### src/common/emx_pkg.sv
// constants, state codes and field positions for the external memory
// controller address mapper; assumes a 250 MHz single clock domain.
`default_nettype none
package emx_pkg;
   localparam int ROW_W = 13;                  // row / pin address width
   localparam int DAT_W = 16;                  // external data width
   localparam int NREG  = 4;                   // async regions
   localparam int NBANK = 4;                   // SDRAM internal banks
   localparam logic [4:0] BANK_LSB_BASE = 5'h09; // bank field at 9+size
   localparam logic [10:0] COL_MASK_FULL = 11'h7FF;
   localparam logic [1:0]  PAGE_TOP     = 2'h3;
   localparam logic [1:0]  DQM_IDLE     = 2'h3;  // masks high when idle
   localparam logic [1:0]  DQM_READ     = 2'h0;  // masks low on reads
   localparam logic [3:0]  CS_IDLE      = 4'hF;
   localparam logic [5:0]  CNT_RST      = 6'h00;
   localparam logic [9:0]  NAND_MAX     = 10'h200; // 512 bytes
   localparam int          WORD_LSB     = 2;   // byte bit of word addr
   localparam int          A22_SRC      = 24;  // word bit 22
   localparam int          A10_POS      = 10;  // auto-precharge pin

   typedef enum logic [6:0] {
      EMX_IDLE   = 7'h01,
      EMX_PRE    = 7'h02,
      EMX_ACT    = 7'h04,
      EMX_RW     = 7'h08,
      EMX_SETUP  = 7'h10,
      EMX_STROBE = 7'h20,
      EMX_HOLD   = 7'h40
   } emx_state_t;
endpackage
`default_nettype wire

### src/core/emx_bank_trk.sv
// open-row tracker for one SDRAM internal bank.
// assumes activate and precharge for this bank never fall in one cycle.
`timescale 1ns/100ps
`default_nettype none
module emx_bank_trk (
   // clock and reset
   input  wire logic                     clock,
   input  wire logic                     rst_b,
   // bank events
   input  wire logic                     open_set,
   input  wire logic                     close_clr,
   input  wire logic [emx_pkg::ROW_W-1:0] row_in,
   // tracked state
   output logic                          is_open,
   output logic [emx_pkg::ROW_W-1:0]     open_row
);
   import emx_pkg::*;

   // one row per bank: a new activate replaces, never adds
   always_ff @(posedge clock or negedge rst_b) begin
      if (!rst_b) begin
         is_open  <= 1'b0;
         open_row <= '0;
      end else if (open_set) begin   // set wins over clear
         is_open  <= 1'b1;
         open_row <= row_in;
      end else if (close_clr) begin
         is_open  <= 1'b0;
      end
   end
endmodule // emx_bank_trk
`default_nettype wire

### src/core/emx_ctrl.sv
// SDRAM address mapper with open-bank tracking plus asynchronous
// region sequencer (normal / strobe-select, wait, NAND ECC).
// assumes the requester holds its request stable until ack.
`timescale 1ns/100ps
`default_nettype none
module emx_ctrl (
   // clock and reset
   input  wire logic                      clock,
   input  wire logic                      rst_b,
   // requester
   input  wire logic                      req,
   input  wire logic                      req_sdram,
   input  wire logic                      req_wr,
   input  wire logic [31:0]               req_addr,
   input  wire logic [1:0]                req_be,
   input  wire logic [emx_pkg::DAT_W-1:0] req_wdata,
   input  wire logic [1:0]                req_region,
   output logic                           ack,
   output logic [emx_pkg::DAT_W-1:0]      rd_data,
   // SDRAM configuration
   input  wire logic [1:0]                bank_count_field,
   input  wire logic [1:0]                page_size_field,
   input  wire logic                      sdram_large,
   // region configuration, one bit per region
   input  wire logic [emx_pkg::NREG-1:0]  region_strobe_sel,
   input  wire logic [emx_pkg::NREG-1:0]  region_ext_wait,
   input  wire logic [emx_pkg::NREG-1:0]  region_wide,
   input  wire logic [emx_pkg::NREG-1:0]  region_nand,
   input  wire logic [emx_pkg::NREG-1:0]  region_a22_en,
   // async cycle timing, each phase lasts value+1 cycles
   input  wire logic [5:0]                setup_cycles,
   input  wire logic [5:0]                strobe_cycles,
   input  wire logic [5:0]                hold_cycles,
   // NAND ECC
   input  wire logic                      ecc_clear,
   output logic [16:0]                    ecc_value,
   output logic [9:0]                     ecc_bytes,
   // SDRAM commands
   output logic                           sd_cmd_pre,
   output logic                           sd_cmd_act,
   output logic                           sd_cmd_read,
   output logic                           sd_cmd_write,
   output logic [emx_pkg::NBANK-1:0]      banks_open,
   // memory pins
   output logic [emx_pkg::ROW_W-1:0]      ext_addr_bus,
   output logic [1:0]                     bank_address_pins,
   output logic [1:0]                     byte_mask_pins,
   output logic [emx_pkg::NREG-1:0]       region_chip_selects_b,
   output logic                           write_strobe_b,
   output logic                           output_enable_strobe_b,
   input  wire logic                      wait_input,
   input  wire logic [emx_pkg::DAT_W-1:0] ext_data_in,
   output logic [emx_pkg::DAT_W-1:0]      ext_data_out,
   output logic                           ext_data_oe_b
);
   import emx_pkg::*;
   emx_state_t        state_r, state_nxt;     // sequencer state
   logic [5:0]        cnt_r, cnt_nxt;         // phase counter
   logic              wait_m_r, wait_s_r;     // wait synchroniser
   logic [DAT_W-1:0]  din_m_r, din_s_r;       // data synchroniser
   logic [16:0]       ecc_nxt;
   logic [9:0]        bytes_nxt;
   // SDRAM address split
   logic [4:0]       bank_lsb;                // first bank bit
   logic [1:0]       bank_bits;               // 0, 1 or 2 bank bits
   logic [4:0]       row_lsb;                 // first row bit
   logic [10:0]      col_w;                   // column field
   logic [31:0]      bank_shift, row_shift;
   logic [1:0]       bank_w;                  // selected bank
   logic [ROW_W-1:0] row_w;                   // selected row
   logic [ROW_W-1:0] col_pins;                // column on pins
   // column starts at bit 1 and ends at bit 8+size
   assign col_w = req_addr[11:1]
                  & (COL_MASK_FULL >> (PAGE_TOP - page_size_field));
   // bank bits sit just above the column; setting 3 treated as none
   assign bank_lsb  = BANK_LSB_BASE + {3'h0, page_size_field};
   assign bank_bits = (bank_count_field == 2'h2) ? 2'h2 :
                      (bank_count_field == 2'h1) ? 2'h1 : 2'h0;
   assign row_lsb   = bank_lsb + {3'h0, bank_bits};
   assign bank_shift = req_addr >> bank_lsb;
   assign row_shift  = req_addr >> row_lsb;
   // a carry out of the column lands in the bank bits: next bank,
   // same row, column zero
   assign bank_w = bank_shift[1:0]
                   & {bank_bits[1], bank_bits[1] | bank_bits[0]};
   // top row bit only takes part for the large densities
   assign row_w = {row_shift[ROW_W-1] & sdram_large,
                   row_shift[ROW_W-2:0]};
   // A10 held low on column commands so nothing auto-precharges
   assign col_pins = {1'b0, col_w[10], 1'b0, col_w[9:0]};
   // bank trackers
   logic [NBANK-1:0] open_v;
   logic [ROW_W-1:0] open_row [NBANK];
   logic             act_fire, pre_fire;
   logic             row_hit, row_miss;
   assign act_fire = (state_nxt == EMX_ACT);
   assign pre_fire = (state_nxt == EMX_PRE);
   // one tracker per bank; other banks stay open on a move
   for (genvar b = 0; b < NBANK; b++) begin : g_bank
      emx_bank_trk u_trk (
         .clock     (clock),
         .rst_b     (rst_b),
         .open_set  (act_fire && (bank_w == 2'(b))),
         .close_clr (pre_fire && (bank_w == 2'(b))),
         .row_in    (row_w),
         .is_open   (open_v[b]),
         .open_row  (open_row[b])
      );
   end
   // a page is only closed when a different row of its bank is wanted
   assign row_hit  = open_v[bank_w] && (open_row[bank_w] == row_w);
   assign row_miss = open_v[bank_w] && !row_hit;
   // async region decode
   logic ss_w, ew_w, wide_w, nand_w, a22_w;
   logic async_nxt, wait_hold, ph_done;
   logic [ROW_W-1:0] async_pins;
   logic [1:0]       async_ba;
   assign ss_w   = region_strobe_sel[req_region];
   assign ew_w   = region_ext_wait[req_region];
   assign wide_w = region_wide[req_region];
   assign nand_w = region_nand[req_region];
   assign a22_w  = region_a22_en[req_region] & wide_w;
   // A0 carries the word address LSB in every width
   assign async_pins = req_addr[WORD_LSB +: ROW_W];
   // upper bank pin: halfword LSB; lower: byte LSB or A22
   assign async_ba = {req_addr[1],
                      wide_w ? (a22_w & req_addr[A22_SRC])
                             : req_addr[0]};
   assign wait_hold = ew_w && wait_s_r;
   assign ph_done   = (cnt_r == CNT_RST);
   assign async_nxt = (state_nxt == EMX_SETUP) ||
                      (state_nxt == EMX_STROBE) ||
                      (state_nxt == EMX_HOLD);
   // sequencer
   // next state and phase count; ack blocks the held request
   always_comb begin
      state_nxt = state_r;
      cnt_nxt   = (cnt_r == CNT_RST) ? CNT_RST : cnt_r - 6'h01;
      unique case (state_r)
         EMX_IDLE: begin
            if (req && !ack && req_sdram) begin
               state_nxt = row_hit  ? EMX_RW  :
                           row_miss ? EMX_PRE : EMX_ACT;
            end else if (req && !ack) begin
               state_nxt = EMX_SETUP;
               cnt_nxt   = setup_cycles;
            end
         end
         EMX_PRE:    state_nxt = EMX_ACT;
         EMX_ACT:    state_nxt = EMX_RW;
         EMX_RW:     state_nxt = EMX_IDLE;
         EMX_SETUP: begin
            if (ph_done) begin
               state_nxt = EMX_STROBE;
               cnt_nxt   = strobe_cycles;
            end
         end
         EMX_STROBE: begin
            // the attached device stretches the strobe with wait
            if (ph_done && !wait_hold) begin
               state_nxt = EMX_HOLD;
               cnt_nxt   = hold_cycles;
            end
         end
         EMX_HOLD: begin
            if (ph_done) state_nxt = EMX_IDLE;
         end
         default: state_nxt = EMX_IDLE;  // illegal code recovers
      endcase
   end

   // pin values for the state being entered
   logic             xfer_end;             // data moves this edge
   logic [1:0]       dqm_nxt;
   logic [NREG-1:0]  cs_nxt;
   logic [ROW_W-1:0] addr_nxt;
   logic [1:0]       ba_nxt;
   assign xfer_end = (state_r == EMX_STROBE) && (state_nxt == EMX_HOLD);
   // SDRAM write masks are the inverse of the lane enables
   assign dqm_nxt =
      (state_nxt == EMX_RW) ? (req_wr ? ~req_be : DQM_READ) :
      async_nxt             ? ~req_be : DQM_IDLE;
   // strobe mode keeps the select off outside the strobe phase
   assign cs_nxt = (async_nxt && (!ss_w || state_nxt == EMX_STROBE))
                   ? ~(4'h1 << req_region) : CS_IDLE;
   assign addr_nxt = (state_nxt == EMX_ACT) ? row_w    :
                     (state_nxt == EMX_RW)  ? col_pins :
                     async_nxt              ? async_pins : '0;
   assign ba_nxt = async_nxt ? async_ba : bank_w;

   // NAND ECC
   logic [DAT_W-1:0] ecc_data;
   logic [16:0]      ecc_a, ecc_b;

   assign ecc_data = req_wr ? req_wdata : din_s_r;

   // column parity in the low byte, odd-byte index xor above it
   function automatic logic [16:0] ecc_step(input logic [16:0] e,
                                            input logic [7:0] d,
                                            input logic [9:0] idx);
      ecc_step = {e[16:8] ^ ((^d) ? idx[8:0] : 9'h000), e[7:0] ^ d};
   endfunction

   assign ecc_a = ecc_step(ecc_value, ecc_data[7:0], ecc_bytes);
   assign ecc_b = ecc_step(ecc_a, ecc_data[15:8], ecc_bytes + 10'h001);

   // only NAND regions feed the code and it stops at the byte limit
   always_comb begin
      ecc_nxt   = ecc_value;
      bytes_nxt = ecc_bytes;
      if (ecc_clear) begin
         ecc_nxt   = '0;
         bytes_nxt = '0;
      end else if (xfer_end && nand_w && ecc_bytes < NAND_MAX) begin
         ecc_nxt   = wide_w ? ecc_b : ecc_a;
         bytes_nxt = ecc_bytes + (wide_w ? 10'h002 : 10'h001);
      end
   end

   // registers
   // pin inputs pass two flops before any logic looks at them
   always_ff @(posedge clock or negedge rst_b) begin
      if (!rst_b) begin
         wait_m_r <= 1'b0;
         wait_s_r <= 1'b0;
         din_m_r  <= '0;
         din_s_r  <= '0;
      end else begin
         wait_m_r <= wait_input;
         wait_s_r <= wait_m_r;
         din_m_r  <= ext_data_in;
         din_s_r  <= din_m_r;
      end
   end

   // sequencer state and ECC accumulators
   always_ff @(posedge clock or negedge rst_b) begin
      if (!rst_b) begin
         state_r   <= EMX_IDLE;
         cnt_r     <= CNT_RST;
         ecc_value <= '0;
         ecc_bytes <= '0;
      end else begin
         state_r   <= state_nxt;
         cnt_r     <= cnt_nxt;
         ecc_value <= ecc_nxt;
         ecc_bytes <= bytes_nxt;
      end
   end

   // registered commands and handshake
   always_ff @(posedge clock or negedge rst_b) begin
      if (!rst_b) begin
         sd_cmd_pre   <= 1'b0;
         sd_cmd_act   <= 1'b0;
         sd_cmd_read  <= 1'b0;
         sd_cmd_write <= 1'b0;
         ack          <= 1'b0;
         banks_open   <= '0;
      end else begin
         sd_cmd_pre   <= pre_fire;
         sd_cmd_act   <= act_fire;
         sd_cmd_read  <= (state_nxt == EMX_RW) && !req_wr;
         sd_cmd_write <= (state_nxt == EMX_RW) && req_wr;
         ack          <= (state_r != EMX_IDLE) && (state_nxt == EMX_IDLE);
         banks_open   <= open_v;
      end
   end

   // registered pins; every output leaves from a flop
   always_ff @(posedge clock or negedge rst_b) begin
      if (!rst_b) begin
         ext_addr_bus           <= '0;
         bank_address_pins      <= '0;
         byte_mask_pins         <= DQM_IDLE;
         region_chip_selects_b  <= CS_IDLE;
         write_strobe_b         <= 1'b1;
         output_enable_strobe_b <= 1'b1;
         ext_data_out           <= '0;
         ext_data_oe_b          <= 1'b1;
         rd_data                <= '0;
      end else begin
         ext_addr_bus           <= addr_nxt;
         bank_address_pins      <= ba_nxt;
         byte_mask_pins         <= dqm_nxt;
         region_chip_selects_b  <= cs_nxt;
         write_strobe_b  <= !(state_nxt == EMX_STROBE && req_wr);
         output_enable_strobe_b <= !(state_nxt == EMX_STROBE && !req_wr);
         ext_data_out           <= req_wdata;
         ext_data_oe_b  <= !(req_wr && (async_nxt || state_nxt == EMX_RW));
         // narrow regions only return the low lane
         if (xfer_end && !req_wr)
            rd_data <= wide_w ? din_s_r : {8'h00, din_s_r[7:0]};
      end
   end
endmodule // emx_ctrl
`default_nettype wire

### config.mk
export PLATFORM = sky130hd
export DESIGN_NAME = emx_ctrl
export DESIGN_NICKNAME = d
export VERILOG_FILES = /design/src/common/emx_pkg.sv /design/src/core/emx_bank_trk.sv /design/src/core/emx_ctrl.sv
export SDC_FILE = /design/constraint.sdc
export NUM_CORES = 1
export LEC_CHECK = 0
export BUFFER_PORTS_ARGS = -buffer_cell sky130_fd_sc_hd__buf_4
export CORE_MARGIN = 4
export CORE_UTILIZATION = 48
export DETAILED_ROUTE_END_ITERATION = 10
export PLACE_DENSITY = 0.79
export SYNTH_ARGS = -nofsm -noshare
export SYNTH_HDL_FRONTEND = slang
export SYNTH_SLANG_ARGS = --single-unit
### constraint.sdc
create_clock -name clock -period 5.41 [get_ports clock]
set_input_delay 0.8115 -clock clock [delete_from_list [all_inputs] [get_ports clock]]
set_output_delay 0.8115 -clock clock [all_outputs]
set_load 0.01 [all_outputs]
==> impl_metrics.sql <==
INSERT INTO impl_metrics (metric_group, metric, value, unit) VALUES
('synth', 'synth_enable_flop_cells', '0', ''),
('drt', 'routed_wirelength', '25400', 'um'),
('synth', 'syn-cell-area', '0.00967', 'mm2'),
('synth', 'synth_largest_area_cell', 'sky130_fd_sc_hd__dfrtp_1', ''),
('grt', 'grt_antenna_before_repair', '0', ''),
('placed_design', 'port-buffer-count', '205', ''),
('synth', 'postSynthCellCount', '891', ''),
('synth', 'synth_area_per_cell', '10.9', 'um2'),
('status', 'status', 'completed', ''),
('final_layout', 'diodes', '0', ''),
('synth', 'netlist.area_leader.share', '47.9', '%'),
('clocking', 'cts_tree', 'done', ''),
('synth', 'asyncSetResetFlopFracSynth', '100', '%'),
('sta', 'slew_viol_final', '0', ''),
('power', 'vdd_drop_max', '0.207', 'mV'),
('hold_path', 'hold_path.class', 'flip-flop to flip-flop', ''),
('placed_design', 'dp_slack', '828', 'ps'),
('critical_path', 'timing.critical_path.from_type', 'input pin', ''),
('floorplan', 'floorplan.io_pins', '210', ''),
('grt', 'via_count_of_the_first_global_routing_pass', '7432', ''),
('floorplan', 'fp.dieW', '150', 'um'),
('critical_path', 'cp-end-kind', 'flip-flop', ''),
('power', 'power-per-cell-area', '386', 'mW/mm2'),
('critical_path', 'worst-setup-path-type', 'input pin to flip-flop', ''),
('grt', 'grt_start_max_net_pins', '95', ''),
('sta', 'finalCritPeriodShare', '76.9', '%'),
('synth', 'syn-num-nets', '1019', ''),
('job', 'max_cap_viol', '0', ''),
('sta', 'final.setup_skew', '9.25', 'ps'),
('final_layout', 'filler_cell_count', '1600', ''),
('drt', 'detailroute.via_count', '7461', ''),
('synth', 'post-synth-top-count-cell', 'sky130_fd_sc_hd__dfrtp_1', ''),
('critical_path', 'cp_max_fo', '10', ''),
('synth', 'synth_seq_cells', '195', ''),
('placed_design', 'dp.final_hpwl', '18800', 'um'),
('drt', 'drc_errors', '0', ''),
('sta', 'tns', '0', 'ps'),
('drt', 'detailedRoute.firstIterationViolations', '491', ''),
('power', 'total_leakage_power', '5.60', 'nW'),
('grt', 'global_route_wire_length_before_repair', '40100', 'um'),
('drt', 'wl_per_cell', '18.7', 'um'),
('clocking', 'clock_tree.buffer_depth', '2', ''),
('sta', 'slew_headroom', '21.9', '%'),
('clocking', 'post-cts-setup-buffers', '0', ''),
('drt', 'dr.pass1.iters', '5', ''),
('synth', 'synth.lib_cells_used.distinct', '78', ''),
('sta', 'final.hold.worst_slack', '349', 'ps'),
('clocking', 'post_cts_resize_count', '0', ''),
('placed_design', 'routabilityCongestion', '0.874', ''),
('clocking', 'clk_latency', '430', 'ps'),
('final_layout', 'postLayoutCoreUtil', '60.6', '%'),
('sta', 'tightest_slew', '1160', 'ps'),
('sta', 'setup-violations-final', '0', ''),
('floorplan', 'fp.dieH', '150', 'um'),
('drt', 'vias_per_instance', '5.51', ''),
('sta', 'hold_violations', '0', ''),
('clocking', 'holdBufCountCts', '0', ''),
('clocking', 'clk_pin_slew_worst_setup_hold_paths', '70', 'ps'),
('clocking', 'clock-sinks', '195', ''),
('final_layout', 'area_growth_syn_to_layout', '23.3', '%'),
('grt', 'grt.overflow.total', '0', ''),
('final_layout', 'finish.net_count', '1205', ''),
('sta', 'unrepaired_setup_endpoints_after_global_routing', 'no', ''),
('synth', 'synth_common_cells', '185 x sky130_fd_sc_hd__dfrtp_1, 140 x sky130_fd_sc_hd__nand2_1, 74 x sky130_fd_sc_hd__o21ai_0', ''),
('synth', 'synth_warnings', '0', ''),
('floorplan', 'floorplan.initialDensity', '49.2', '%'),
('critical_path', 'required_time_reported_for_the_critical_path_endpoint', '5780', 'ps'),
('sta', 'finalWorstPathRequiredPeriod', '4160', 'ps'),
('final_layout', 'seq_area', '0.00489', 'mm2'),
('clocking', 'cts-htree-levels', '4', ''),
('final_layout', 'share_of_post_route_cells_with_drive_strength_above_1', '29.3', '%');
cells in the final DEF, fill, tap and decap left out, types with 9 or more instances in the layout:
| cell type | n |
|---|---|
| sky130_fd_sc_hd__a21oi_1 | 9 |
| sky130_fd_sc_hd__buf_4 | 214 |
| sky130_fd_sc_hd__clkbuf_16 | 17 |
| sky130_fd_sc_hd__dfrtp_1 | 185 |
| sky130_fd_sc_hd__dfstp_2 | 10 |
| sky130_fd_sc_hd__inv_1 | 22 |
| sky130_fd_sc_hd__mux2_2 | 21 |
| sky130_fd_sc_hd__mux2i_1 | 55 |
| sky130_fd_sc_hd__mux4_2 | 12 |
| sky130_fd_sc_hd__nand2_1 | 140 |
| sky130_fd_sc_hd__nand2b_1 | 10 |
| sky130_fd_sc_hd__nand3_1 | 17 |
| sky130_fd_sc_hd__nor2_1 | 43 |
| sky130_fd_sc_hd__nor3_1 | 15 |
| sky130_fd_sc_hd__o21ai_0 | 74 |
| sky130_fd_sc_hd__xnor2_1 | 44 |
| sky130_fd_sc_hd__xor2_1 | 43 |
flip-flops by register name (all words and copies together) (netlist names), 4 cells and up:
signal and flops:
banks_open 4, din_m_r 16, ecc_bytes 10, ext_data_out 16, state_r 7, rd_data 16
ext_addr_bus 13, region_chip_selects_b 4, g_bank.u_trk.open_row 52, ecc_value 17, g_bank.u_trk.is_open 4, cnt_r 6
din_s_r 16
power breakdown:
part / internal [mW] / switching, mW
clock: 0.615 / 0.577
sequential: 1.75 / 0.147
combinational: 0.661 / 0.845
critical path, cell delays in order:
cell and delay [ps]:
sky130_fd_sc_hd__buf_4 110, sky130_fd_sc_hd__inv_1 40, sky130_fd_sc_hd__ha_1 120, sky130_fd_sc_hd__inv_1 40, sky130_fd_sc_hd__ha_1 180, sky130_fd_sc_hd__fa_1 830
sky130_fd_sc_hd__mux4_2 610, sky130_fd_sc_hd__mux2i_2 480, sky130_fd_sc_hd__xnor2_1 200, sky130_fd_sc_hd__nand4_1 150, sky130_fd_sc_hd__a22oi_2 280, sky130_fd_sc_hd__nand4_2 160
sky130_fd_sc_hd__and2_4 270, sky130_fd_sc_hd__clkinv_4 90, sky130_fd_sc_hd__a21o_1 130
cells by family (layout without fill, tap and decap cells):
| group | Yosys count | in the layout | synth area share (%) |
|---|---|---|---|
| mux | 96 | 96 | 12.3 |
| xor+xnor | 89 | 89 | 8.22 |
| simple gates | 274 | 274 | 13.3 |
| compound gates | 154 | 154 | 10.5 |
| buf+inv | 73 | 272 | 3.66 |
| flops | 195 | 195 | 50.6 |
| fa+ha+maj | 10 | 10 | 1.45 |
per-layer routing:
| layer | global-route usage [%] | share of wire (%) | vias to the layer above |
|---|---|---|---|
| met5 | 0 | 0 | - |
| met1 | 29.6 | 41 | 3689 |
| li1 | - | - | 3465 |
| met4 | 6.59 | 2.1 | 0 |
| met3 | 6.00 | 7.3 | 30 |
| met2 | 38.4 | 50 | 277 |
through the flow:
stage / power [mW] / cells / instance area [um2]
6_report: 4.60 / 1355 / 11900
5_1_grt: 4.88 / 1355 / 11900
3_5_place_dp: 3.43 / 1323 / 11400
2_1_floorplan: 2.91 / 891 / 9670
4_1_cts: 4.62 / 1355 / 11900
3_3_place_gp: 3.38 / 1323 / 11400
worst paths after layout:
| check | from | end | slack (ps) | cells after the start |
|---|---|---|---|---|
| setup / recovery | bank_count_field[1] | ext_addr_bus[3]$_DFF_PN0_ | 1250 | 15 |
| hold / removal | din_m_r[14]$_DFF_PN0_ | din_s_r[14]$_DFF_PN0_ | 350 | 0 |
| setup reg to reg | state_r[4]$_DFF_PN0_ | rd_data[6]$_DFFE_PN0P_ | 2370 | 6 |
| hold reg to reg | din_m_r[14]$_DFF_PN0_ | din_s_r[14]$_DFF_PN0_ | 350 | 0 |
| max in group asynchronous | rst_b | wait_m_r$_DFF_PN0_ | 3790 | 2 |
| min in group asynchronous | rst_b | ext_data_out[8]$_DFF_PN0_ | 440 | 1 |
area by class of cell:
cell class                 instances  area share (%)
sequential                       195            41.0
multi-input combinational        623            37.1
timing repair buffer             215            13.6
clock buffer                      18            3.69
tap                              265            2.78
clock inverter                    14           0.955
inverter                          25           0.829
Power figures use the tool's default switching activity.
